**src/common/epc_pkg.sv**
```systemverilog
package epc_pkg;
    localparam int NUM_EP = 16;
    // command groups, high nibble of the code
    localparam logic [3:0] OP_STALL = 4'h4;
    localparam logic [3:0] OP_STATUS = 4'h5;
    localparam logic [3:0] OP_VALIDATE = 4'h6;
    localparam logic [3:0] OP_CLEAR = 4'h7;
    localparam logic [3:0] OP_UNSTALL = 4'h8;
    localparam logic [3:0] OP_RESULT = 4'hA;
    localparam logic [3:0] OP_CHECK = 4'hD;
    localparam logic [7:0] OP_ACK_SETUP = 8'hF4;
    localparam logic [3:0] EP_CTRL_OUT = 4'h0;
    localparam logic [3:0] EP_CTRL_IN = 4'h1;
    // status byte fields
    localparam int ST_HALT = 7;
    localparam int ST_FULL1 = 6;
    localparam int ST_FULL0 = 5;
    localparam int ST_TOGGLE = 4;
    localparam int ST_CLOB = 3;
    localparam int ST_SETUP = 2;
    localparam int ST_CPU = 1;
    // result byte fields
    localparam int RS_MISSED = 7;
    localparam int RS_TOGGLE = 6;
    localparam int RS_OK = 0;
    localparam logic [7:0] STATUS_RESET = 8'h00;
    localparam logic [7:0] RESULT_RESET = 8'h00;
    typedef enum logic [3:0] {
        ERR_NONE = 4'h0, ERR_PID_CHECK = 4'h1, ERR_PID_UNKNOWN = 4'h2, ERR_UNEXPECTED = 4'h3,
        ERR_TOKEN_CRC = 4'h4, ERR_DATA_CRC = 4'h5, ERR_TIMEOUT = 4'h6, ERR_BABBLE = 4'h7,
        ERR_EARLY_END = 4'h8, ERR_NAK = 4'h9, ERR_STALL = 4'hA, ERR_OVERFLOW = 4'hB,
        ERR_EMPTY_ISO = 4'hC, ERR_STUFFING = 4'hD, ERR_SYNC = 4'hE, ERR_TOGGLE = 4'hF
    } epc_err_t;
endpackage : epc_pkg

```
**src/hdl/epc_cmd_decode.sv**
```systemverilog
`timescale 1ns/10ps
module epc_cmd_decode (
    // command byte
    input wire logic [7:0] cmdCode,
    // decoded command kinds
    output logic isStall,
    output logic isUnstall,
    output logic isValidate,
    output logic isClear,
    output logic isCheck,
    output logic isStatusRead,
    output logic isResultRead,
    output logic isAck,
    output logic [3:0] epSel
);
    wire [3:0] opHi = cmdCode[7:4];
    assign epSel = cmdCode[3:0];
    assign isStall = opHi == epc_pkg::OP_STALL;
    assign isUnstall = opHi == epc_pkg::OP_UNSTALL;
    assign isValidate = (opHi == epc_pkg::OP_VALIDATE) && (epSel != epc_pkg::EP_CTRL_OUT);
    assign isClear = (opHi == epc_pkg::OP_CLEAR) && (epSel != epc_pkg::EP_CTRL_IN);
    assign isCheck = opHi == epc_pkg::OP_CHECK;
    assign isStatusRead = opHi == epc_pkg::OP_STATUS;
    assign isResultRead = opHi == epc_pkg::OP_RESULT;
    assign isAck = cmdCode == epc_pkg::OP_ACK_SETUP;
endmodule : epc_cmd_decode

```
**src/hdl/epc_ep_state.sv**
```systemverilog
`timescale 1ns/10ps
module epc_ep_state #(
    parameter logic IS_IN = 1'b0,
    parameter logic IS_CTRL = 1'b0,
    parameter logic DOUBLE = 1'b0
) (
    // clock and reset
    input wire logic clk_sys,
    input wire logic sys_rst,
    // commands for this endpoint
    input wire logic stallCmd,
    input wire logic unstallCmd,
    input wire logic validateCmd,
    input wire logic clearCmd,
    input wire logic statusRead,
    input wire logic resultRead,
    // setup events
    input wire logic setupTok,
    input wire logic setupClobber,
    input wire logic setupWriting,
    // engine events
    input wire logic bufLoad,
    input wire logic bufSent,
    input wire logic bufSel,
    input wire logic pktDone,
    input wire logic pktOk,
    input wire logic pktToggle,
    input wire logic [3:0] pktErr,
    // state
    output logic [7:0] statusByte,
    output logic [7:0] resultByte,
    output logic nak,
    output logic reinitPulse
);
    logic halted, full0, full1, toggle, clobbered, setupPresent, cpuSel;
    logic pending, missed, lastToggle, xferOk;
    logic [3:0] errCode;
    // a restall in the setup cycle wins, so firmware can keep the halt
    wire next_halted = stallCmd | (halted & ~unstallCmd & ~(IS_CTRL & setupTok));
    wire reinit = halted & ~next_halted;
    wire setF0 = (validateCmd & ~cpuSel) | (bufLoad & ~bufSel);
    wire setF1 = DOUBLE & ((validateCmd & cpuSel) | (bufLoad & bufSel));
    wire clrF0 = (clearCmd & ~cpuSel) | (bufSent & ~bufSel);
    wire clrF1 = (clearCmd & cpuSel) | (bufSent & bufSel);
    wire next_full0 = ~reinit & (setF0 | (full0 & ~clrF0));
    wire next_full1 = ~reinit & (setF1 | (full1 & ~clrF1));
    wire next_cpuSel = ~reinit & (cpuSel ^ (DOUBLE & (validateCmd | clearCmd)));
    wire next_toggle = ~reinit & ((pktDone & pktOk) ? ~pktToggle : toggle);
    wire next_clobbered = setupClobber | (clobbered & ~(statusRead & ~setupWriting));
    wire next_setup = (IS_CTRL & ~IS_IN & setupTok) | (setupPresent & ~clearCmd & ~reinit);
    // single buffer: NAK once loaded; IN: NAK until validated
    assign nak = IS_IN ? ~(full0 | full1) : (DOUBLE ? (full0 & full1) : full0);
    assign statusByte = {halted, full1, full0, toggle, clobbered, setupPresent, cpuSel, 1'b0};
    assign resultByte = {missed, lastToggle, 1'b0, errCode, xferOk};
    always_ff @(posedge clk_sys) begin
        if (sys_rst) begin
            {halted, full1, full0, toggle, clobbered, setupPresent, cpuSel} <= 7'h00;
            reinitPulse <= 1'b0;
        end else begin
            {halted, full1, full0, toggle} <= {next_halted, next_full1, next_full0, next_toggle};
            {clobbered, setupPresent, cpuSel} <= {next_clobbered, next_setup, next_cpuSel};
            reinitPulse <= reinit;
        end
    end
    always_ff @(posedge clk_sys) begin
        if (sys_rst) begin
            {pending, missed, lastToggle, errCode, xferOk} <= 8'h00;
        end else if (pktDone) begin
            pending <= 1'b1;
            missed <= pending;
            lastToggle <= pktOk ? pktToggle : lastToggle;
            errCode <= pktErr;
            xferOk <= pktOk;
        end else if (resultRead) begin
            pending <= 1'b0;
            missed <= 1'b0;
        end
    end
endmodule : epc_ep_state

```
**src/hdl/epc_endpoint_command_control.sv**
```systemverilog
`timescale 1ns/10ps
// Contract
// codes 40h-4Fh halt the chosen endpoint, 80h-8Fh release it, no data.
// low nibble picks endpoint: 0 control OUT, 1 control IN, 2-15 endpoints 1-14.
// a SETUP token releases a halted control endpoint regardless of packet content.
// firmware reissues halt after SETUP if the endpoint must stay halted.
// leaving halt flushes the buffers and resets the toggle to DATA0.
// codes 61h-6Fh mark the CPU buffer of an IN endpoint full.
// on double buffering, validate and clear swap the CPU buffer.
// codes 70h, 72h-7Fh empty the CPU buffer of an OUT endpoint.
// a received packet fills the buffer; further packets get NAK until cleared.
// codes D0h-DFh return the status byte and clear nothing.
// status bit 7 halted, 6 second full, 5 first full, 0 reads zero.
// status bit 4 is the toggle expected next.
// bit 3 flags overwritten setup; cleared by status read once setup write ends.
// bit 2 flags setup in buffer, bit 1 the CPU buffer.
// firmware checks setup_clobbered_flag flag before ack or halt, abandons on one.
// SETUP disables validate and clear on both control endpoints until acked.
// code F4h acknowledges setup and re-enables control buffer commands.
// codes A0h-AFh return the latest transaction result byte.
// result bit 7 flags a newer event before the last was read; bit 5 zero.
// result bit 6 is the toggle of the last good packet.
// result bits 4-1 are the error code, bit 0 marks success.
// error code values follow the fixed fifteen-entry failure list.
// destructive status read clears the endpoint's interrupt bit.
module epc_endpoint_command_control #(
    parameter logic [15:0] EP_IN_MASK = 16'h0002,
    parameter logic [15:0] EP_DOUBLE_MASK = 16'h0000
) (
    // clock and reset
    input wire logic clk_sys,
    input wire logic sys_rst,
    // command port
    input wire logic cmdValid,
    input wire logic [7:0] cmdCode,
    output logic cmdRejected,
    // read answer
    output logic [7:0] readData,
    output logic readValid,
    // setup events from the engine
    input wire logic sieSetup,
    input wire logic sieSetupDone,
    // transaction events from the engine
    input wire logic [3:0] sieEp,
    input wire logic sieLoad,
    input wire logic sieSent,
    input wire logic sieBuf,
    input wire logic siePktDone,
    input wire logic siePktOk,
    input wire logic siePktToggle,
    input wire logic [3:0] siePktErr,
    // state toward the engine
    output logic [15:0] epHalted,
    output logic [15:0] epNak,
    output logic [15:0] epReinit,
    output logic [15:0] intClear,
    output logic setupAck,
    output logic ctrlLocked
);
    logic dStall, dUnstall, dValidate, dClear, dCheck, dStatRd, dResRd, dAck;
    logic [3:0] dEp;
    logic setupWriting;
    logic [7:0] statusAll [epc_pkg::NUM_EP];
    logic [7:0] resultAll [epc_pkg::NUM_EP];
    logic [15:0] next_intClear;

    epc_cmd_decode u_decode (
        .cmdCode(cmdCode),
        .isStall(dStall),
        .isUnstall(dUnstall),
        .isValidate(dValidate),
        .isClear(dClear),
        .isCheck(dCheck),
        .isStatusRead(dStatRd),
        .isResultRead(dResRd),
        .isAck(dAck),
        .epSel(dEp)
    );

    // control buffers are frozen between setup arrival and its ack
    wire ctrlSel = (dEp == epc_pkg::EP_CTRL_OUT) || (dEp == epc_pkg::EP_CTRL_IN);
    wire ctrlBlocked = ctrlLocked && ctrlSel;
    wire validateOk = dValidate && EP_IN_MASK[dEp] && !ctrlBlocked;
    wire clearOk = dClear && !EP_IN_MASK[dEp] && !ctrlBlocked;
    wire readCmd = dCheck || dStatRd || dResRd;
    wire cmdKnown = dStall || dUnstall || validateOk || clearOk || readCmd || dAck;
    assign cmdRejected = cmdValid && !cmdKnown;
    // setup_clobbered_flag only counts while neither acked nor halted
    wire setupClobber = sieSetup && ctrlLocked && !epHalted[0];
    wire next_locked = sieSetup || (ctrlLocked && !(cmdValid && dAck));
    wire next_writing = sieSetup || (setupWriting && !sieSetupDone);

    always_ff @(posedge clk_sys) begin
        if (sys_rst) begin
            ctrlLocked <= 1'b0;
            setupWriting <= 1'b0;
            setupAck <= 1'b0;
        end else begin
            ctrlLocked <= next_locked;
            setupWriting <= next_writing;
            setupAck <= cmdValid && dAck;
        end
    end

    genvar i;
    generate
        for (i = 0; i < epc_pkg::NUM_EP; i++) begin : g_ep
            wire hit = cmdValid && (dEp == 4'(i));
            wire evt = sieEp == 4'(i);
            localparam logic CTRL_EP = (i < 2);
            assign next_intClear[i] = hit && dStatRd;
            epc_ep_state #(
                .IS_IN(EP_IN_MASK[i]),
                .IS_CTRL(CTRL_EP),
                .DOUBLE(EP_DOUBLE_MASK[i])
            ) u_ep (
                .clk_sys(clk_sys),
                .sys_rst(sys_rst),
                .stallCmd(hit && dStall),
                .unstallCmd(hit && dUnstall),
                .validateCmd(hit && validateOk),
                .clearCmd(hit && clearOk),
                .statusRead(hit && dStatRd),
                .resultRead(hit && dResRd),
                .setupTok(sieSetup),
                .setupClobber(setupClobber && (i == 0)),
                .setupWriting(setupWriting),
                .bufLoad(evt && sieLoad),
                .bufSent(evt && sieSent),
                .bufSel(sieBuf),
                .pktDone(evt && siePktDone),
                .pktOk(siePktOk),
                .pktToggle(siePktToggle),
                .pktErr(siePktErr),
                .statusByte(statusAll[i]),
                .resultByte(resultAll[i]),
                .nak(epNak[i]),
                .reinitPulse(epReinit[i])
            );
            assign epHalted[i] = statusAll[i][epc_pkg::ST_HALT];
        end
    endgenerate

    // answer is latched at the command edge and stands until the next read
    wire [7:0] next_readData = dResRd ? resultAll[dEp] : statusAll[dEp];
    always_ff @(posedge clk_sys) begin
        if (sys_rst) begin
            readData <= epc_pkg::STATUS_RESET;
            readValid <= 1'b0;
            intClear <= 16'h0000;
        end else begin
            readData <= (cmdValid && readCmd) ? next_readData : readData;
            readValid <= cmdValid && readCmd;
            intClear <= next_intClear;
        end
    end

    // checking helpers
    logic [3:0] cmdEpQ;
    logic cpuSelQ, readWasResult;
    always_ff @(posedge clk_sys) begin
        if (sys_rst) begin
            cmdEpQ <= 4'h0;
            cpuSelQ <= 1'b0;
            readWasResult <= 1'b0;
        end else begin
            cmdEpQ <= dEp;
            cpuSelQ <= statusAll[dEp][epc_pkg::ST_CPU];
            readWasResult <= dResRd;
        end
    end
    wire selFull = statusAll[cmdEpQ][epc_pkg::ST_FULL0] || statusAll[cmdEpQ][epc_pkg::ST_FULL1];
endmodule : epc_endpoint_command_control

```
**config.mk**
```make
export PLATFORM = sky130hd
export DESIGN_NAME = epc_endpoint_command_control
export DESIGN_NICKNAME = d
export VERILOG_FILES = /design/src/common/epc_pkg.sv /design/src/hdl/epc_cmd_decode.sv /design/src/hdl/epc_ep_state.sv /design/src/hdl/epc_endpoint_command_control.sv
export SDC_FILE = /design/constraint.sdc
export NUM_CORES = 1
export LEC_CHECK = 0
export ABC_CLOCK_PERIOD_IN_PS = 3000
export BUFFER_PORTS_ARGS = -buffer_cell sky130_fd_sc_hd__buf_2
export CORE_MARGIN = 5
export CORE_UTILIZATION = 55
export DETAILED_ROUTE_END_ITERATION = 8
export PLACE_DENSITY = 0.74
export SYNTH_ARGS = -nofsm -noshare
export SYNTH_HDL_FRONTEND = slang
export SYNTH_SLANG_ARGS = --single-unit
```
**constraint.sdc**
```tcl
create_clock -name clk_sys -period 3 [get_ports clk_sys]
set_input_delay 0.3 -clock clk_sys [delete_from_list [all_inputs] [get_ports clk_sys]]
set_output_delay 0.3 -clock clk_sys [all_outputs]
set_load 0.05 [all_outputs]
```
# Word level (Yosys, flattened, before mapping)
# Memory sizes are Yosys's and may differ from the RTL's.
# Index checks and enable logic that the tools add are counted.
# op_classes
magnitude_cmp	2
eq_ne	39
n_mux	72
bitwise_logic	523
n_reduce_logical	225
# op_table
cell	n
1-bit AND	306
1-bit logical AND	174
1-bit inverter	133
1-bit OR	83
4-bit == test (second input constant)	19
1-bit two-way mux	65
8-bit binary-select mux with 4-bit select	2
4-bit by 3-bit == test with 1-bit output (second input constant)	12
8-bit two-way mux	5
2-bit AND reduction	16
2-bit nonzero test	16
4-bit by 2-bit == test with 1-bit output (second input constant)	4
1-bit logical OR	10
4-bit by 1-bit == test with 1-bit output (second input constant)	2
8-bit == test (second input constant)	1
4-bit zero test	2
1-bit zero test	6
5-bit greater-or-equal comparator (second input constant)	1
4-bit by 5-bit less-than comparator with 1-bit output (second input constant)	1
4-bit inverter with 5-bit output	1
4-bit by 1-bit != test with 1-bit output (second input constant)	1
4-bit nonzero test	1
# word_totals
register_bits	284
rom_bits	16
inputBits	27
output_inout_bits	76
word_cells	1076
mem_count	1
# memory_table
name	words	word_bits	read_ports	rd_ports_with_merged_regs	wr	line_no	source
(no name shown)	16	1	1	0	0	epc_endpoint_command_control.sv:84	wire clearOk = dClear && !EP_IN_MASK[dEp] && !ctrlBlocked;

# Depth between registers and ports, before layout
# logic_depth
ltp_word	12
ltp_mapped	8
mapped_depth_nobuf	5

# Hierarchy
# From an unflattened synthesis, not the netlist that was laid out.
# unflattened
cells_unflattened	1672
area_unflattened_um2	14931.8
# modules_own_cells
mod	n_inst	cells_each	area_each_um2
epc_ep_state at g_ep[10].u_ep ...	14	74	673.1
epc_endpoint_command_control	1	465	4002.6
epc_ep_state at g_ep[0].u_ep	1	76	694.4
epc_ep_state at g_ep[1].u_ep	1	75	680.7
epc_cmd_decode	1	20	130.1

# Worst setup path after synthesis
# No wires, ideal clock.
# synth_path
path_kind	input port to output port
startpoint	input port cmdCode[1]
endpoint	output port cmdRejected
arrival_ns	2.051
path_slack_ns	0.649
cell_stages	7
path_buffers	2
cell_sequence	buf_2 -> buf_2 -> nand2b_1 -> nor3_1 -> xor2_1 -> a21oi_1 -> a21boi_1
# synth_between
elab_chain_len	11
elab_cells_between_ends	23
# synth_lines
element	line_no	source
start: declaration	epc_endpoint_command_control.sv:35	input wire logic [7:0] cmdCode,
branches (longest 8 deep; another with memory read 16 x 1 bit)	--	
1-bit logical OR (*)	epc_endpoint_command_control.sv:86	wire cmdKnown = dStall || dUnstall || validateOk || clearOk || readCmd || dAck;
1-bit zero test (*)	epc_endpoint_command_control.sv:87	assign cmdRejected = cmdValid && !cmdKnown;
1-bit logical AND (*)	epc_endpoint_command_control.sv:87	
end: declaration	epc_endpoint_command_control.sv:36	output logic cmdRejected,
# Mark *: on every way between the ends. The select of a mux whose other input is x is not followed.

# Worst setup path after layout
# layout_path
startpoint	input port cmdCode[0]
endpoint	output port cmdRejected
# Same word-level chain as after synthesis.

==> impl_metrics.env <==
export IMPL_finalCritPeriodShare=0.795
export IMPL_synth_edff_count=0
export IMPL_syn_area_per_cell_um2=8.83
export IMPL_gr_usage_all_layers=0.310
export IMPL_outcome="completed"
export IMPL_htree_levels=1
export IMPL_cellPowerDensity_nw_per_um2=559
export IMPL_crit_reg2reg_launch="g_ep[14].u_ep.nak$_SDFF_PP0_"
export IMPL_synth_seq_cells=284
export IMPL_fmax_ghz=0.419
export IMPL_die_height_um=162
export IMPL_total_leakage_power_nw=5.73
export IMPL_initial_core_util=0.560
export IMPL_routed_wl_um=41900
export IMPL_final_core_util=0.619
export IMPL_critPathMaxFanout=25
export IMPL_core_area_um2=22800
export IMPL_drive_above_1_share=0.146
export IMPL_synth_nets=1472
export IMPL_antenna_found_initial=0
export IMPL_num_rows=55
export IMPL_synth_cell_area_um2=12800
export IMPL_layout_nets=1483
export IMPL_hold_worst_slack_ns=0.0464
export IMPL_hold_end="ctrlLocked$_SDFF_PP0_"
export IMPL_setup_viol=0
export IMPL_cts_tree="built"
export IMPL_hold_path_class="input pin to register"
export IMPL_antenna_left=0
export IMPL_period_minus_slack_ns=2.39
export IMPL_yosys_warnings=0
export IMPL_ys_flop_type="dfxtp_1"
export IMPL_grt_start_max_net_pins=98
export IMPL_cap_viol_max_count=0
export IMPL_yosysUniqueCellTypes=56
export IMPL_yosysSeqAreaShare=0.445
export IMPL_cts_reportedPaths_clkPinSlew_ns=0.06
export IMPL_antenna_cells=0
export IMPL_criticalPathCategory="input pin to output pin"
export IMPL_cts_made_buffers=29
export IMPL_grt_pass1_vias=10700
export IMPL_area_growth_syn_to_layout_pct=10.4
export IMPL_rr_worst_depth=3
export IMPL_clkSinkCount=284
export IMPL_rr_endpoint="readData[5]$_SDFFE_PP0P_"
export IMPL_grt_first_pass_wirelength_um=64000
export IMPL_io_pins=103
export IMPL_reg2reg_slack_ns=1.32
export IMPL_irDropWorstVdd_uv=401
export IMPL_cts_buffer_depth=3
export IMPL_finalWeightedCongestion=0.954
export IMPL_syn_inst=1445
export IMPL_slew_viol_final=0
export IMPL_hold_path_startpoint="sieSetup"
export IMPL_drc=0
export IMPL_io_buffers=102
export IMPL_tightest_slew_ns=0.759
export IMPL_timing_setup_tns_ns=0
export IMPL_relSlewSlack=0.494
export IMPL_avgViaCountPerCell=6.32
export IMPL_grt_setup_unrepaired="false"
export IMPL_firstDrtPassIters=6
export IMPL_die_x_um=162
export IMPL_hpwl_um=29800
export IMPL_clock_latency_ns=0.56
export IMPL_worstSetupStartpointType="input pin"
export IMPL_cts_root_buf="clkbuf_16"
export IMPL_drtIter0Drc=1653
export IMPL_required_ns=2.70
export IMPL_post_place_cells=1737
export IMPL_wl_per_cell_um=23.4
export IMPL_fin_worst_skew_ns=0.0291
export IMPL_vias=11300
export IMPL_cp_end_kind="output pin"
export IMPL_hold_viol=0
export IMPL_fin_cells=1787
export IMPL_overflow=0
export IMPL_arrival_ns=2.09
export IMPL_synth_async_reset_ratio=0
export IMPL_die_area_um2=26400
export IMPL_whs_path_depth=3
-- what timing repair did --
item,in CTS,in global routing
resized for setup,0,0
buffers inserted,0,0
hold endpoints to repair,1,0
hold buffers,1,0
-- state kept, by name (all words and copies together), names as in the netlist --
register	count
g_ep.u_ep.errCode	64
g_ep.u_ep.clobbered	16
g_ep.u_ep.cpuSel	16
g_ep.u_ep.full1	16
g_ep.u_ep.halted	16
g_ep.u_ep.lastToggle	16
g_ep.u_ep.missed	16
g_ep.u_ep.pending	16
g_ep.u_ep.reinitPulse	16
g_ep.u_ep.setupPresent	16
g_ep.u_ep.toggle	16
g_ep.u_ep.xferOk	16
intClear	16
g_ep.u_ep.nak	15
readData	8
ctrlLocked	1
g_ep.u_ep.full0	1
readValid	1
setupAck	1
setupWriting	1
-- synth_stat cells (4+ instances only) --
cell / number / area, µm²
dfxtp_1: 284 / 5690
a21oi_1: 176 / 881
nand2_1: 143 / 537
mux2i_1: 139 / 1390
nor2_1: 114 / 428
clkbuf_1: 84 / 315
nand3_1: 79 / 395
buf_4: 53 / 398
a22oi_1: 48 / 360
o21ai_0: 41 / 205
and3_1: 30 / 188
buf_2: 24 / 120
nand2b_1: 22 / 138
and2_1: 20 / 125
a31oi_1: 17 / 106
o211ai_1: 16 / 120
a311oi_1: 14 / 123
nand4_1: 14 / 87.6
o221ai_1: 13 / 114
nor2b_1: 12 / 75.1
a31o_1: 11 / 96.3
mux4_2: 10 / 225
o21ai_1: 8 / 40.0
a22o_1: 6 / 52.6
buf_1: 6 / 22.5
nor4_1: 6 / 37.5
and4b_1: 4 / 40.0
nand3b_1: 4 / 30.0
nor3_1: 4 / 20.0
or2_1: 4 / 25.0
-- per-stage QoR --
step | setup WS (ns) | cell area (µm²) | power, mW
finish | 0.615 | 14100 | 7.88
global route | 0.439 | 14100 | 8.08
CTS | 0.642 | 14100 | 7.87
detailed placement | 0.652 | 13200 | 4.53
global placement | 0.665 | 13200 | 4.52
floorplan | 0.649 | 12800 | 4.33
-- layer usage --
layer  wire (µm)  share of wire  up-vias  global-route usage
li1            -              -     5166                   -
met1       16100           0.38     5264               0.400
met2       18900           0.45      681               0.496
met3        4260           0.10      175              0.0600
met4        2600          0.062        0               0.156
met5           0              0        -                   0
-- cells by family after synthesis --
family | share of synthesized area
compound gates | 0.173
xor+xnor | 0.000686
buf+inv | 0.0694
flops | 0.445
mux | 0.127
simple gates | 0.185
-- worst max-delay path by stage --
| stage | depth (start not counted) | slack (ns) | start | endpoint |
|---|---|---|---|---|
| floorplan | 7 | 0.65 | cmdCode[1] | cmdRejected |
| global placement | 7 | 0.67 | cmdCode[0] | cmdRejected |
| detailed placement | 7 | 0.65 | cmdCode[0] | cmdRejected |
| CTS | 7 | 0.64 | cmdCode[0] | cmdRejected |
| global route | 7 | 0.44 | cmdCode[0] | cmdRejected |
| finish | 7 | 0.61 | cmdCode[0] | cmdRejected |
-- worst max-delay path: stages --
cell and delay, ns:
buf_2 0.50, nand2b_1 0.24, nor3_1 0.30, xor2_1 0.11, a21oi_1 0.15, a21boi_1 0.17, buf_2 0.28
-- cells in the final DEF (no fill, tap or decap), drive strengths merged, types with 5 or more instances in the layout --
master,count
nor4,7
nand4,14
nor2b,12
a31oi,17
nand3,79
o221ai,13
a21oi,177
a31o,14
a22oi,48
nand2b,22
mux2i,139
nor2,114
mux4,10
dfxtp,284
a22o,6
a311oi,14
and3,30
and2,20
nand2,143
o21ai,49
clkbuf,42
buf,148
o211ai,16
clkinv,5
or2,5
-- where the power goes --
group | leakage (nW) | switching (mW) | internal (mW)
Combinational | 3.00 | 0.444 | 0.193
Sequential | 2.29 | 0.0230 | 3.80
Clock | 0.439 | 1.48 | 1.93
Total | 5.73 | 1.95 | 5.93
-- cell type report --
class	count	area, µm²
inverters	2	7.51
fillers	1926	8680
well taps	313	392
clock buffers	42	845
repair buffers	149	916
clock inverters	7	41.3
flip-flops and latches	284	5690
multi-input cells	990	6210
No activity file was read; power rests on OpenSTA's default activity.
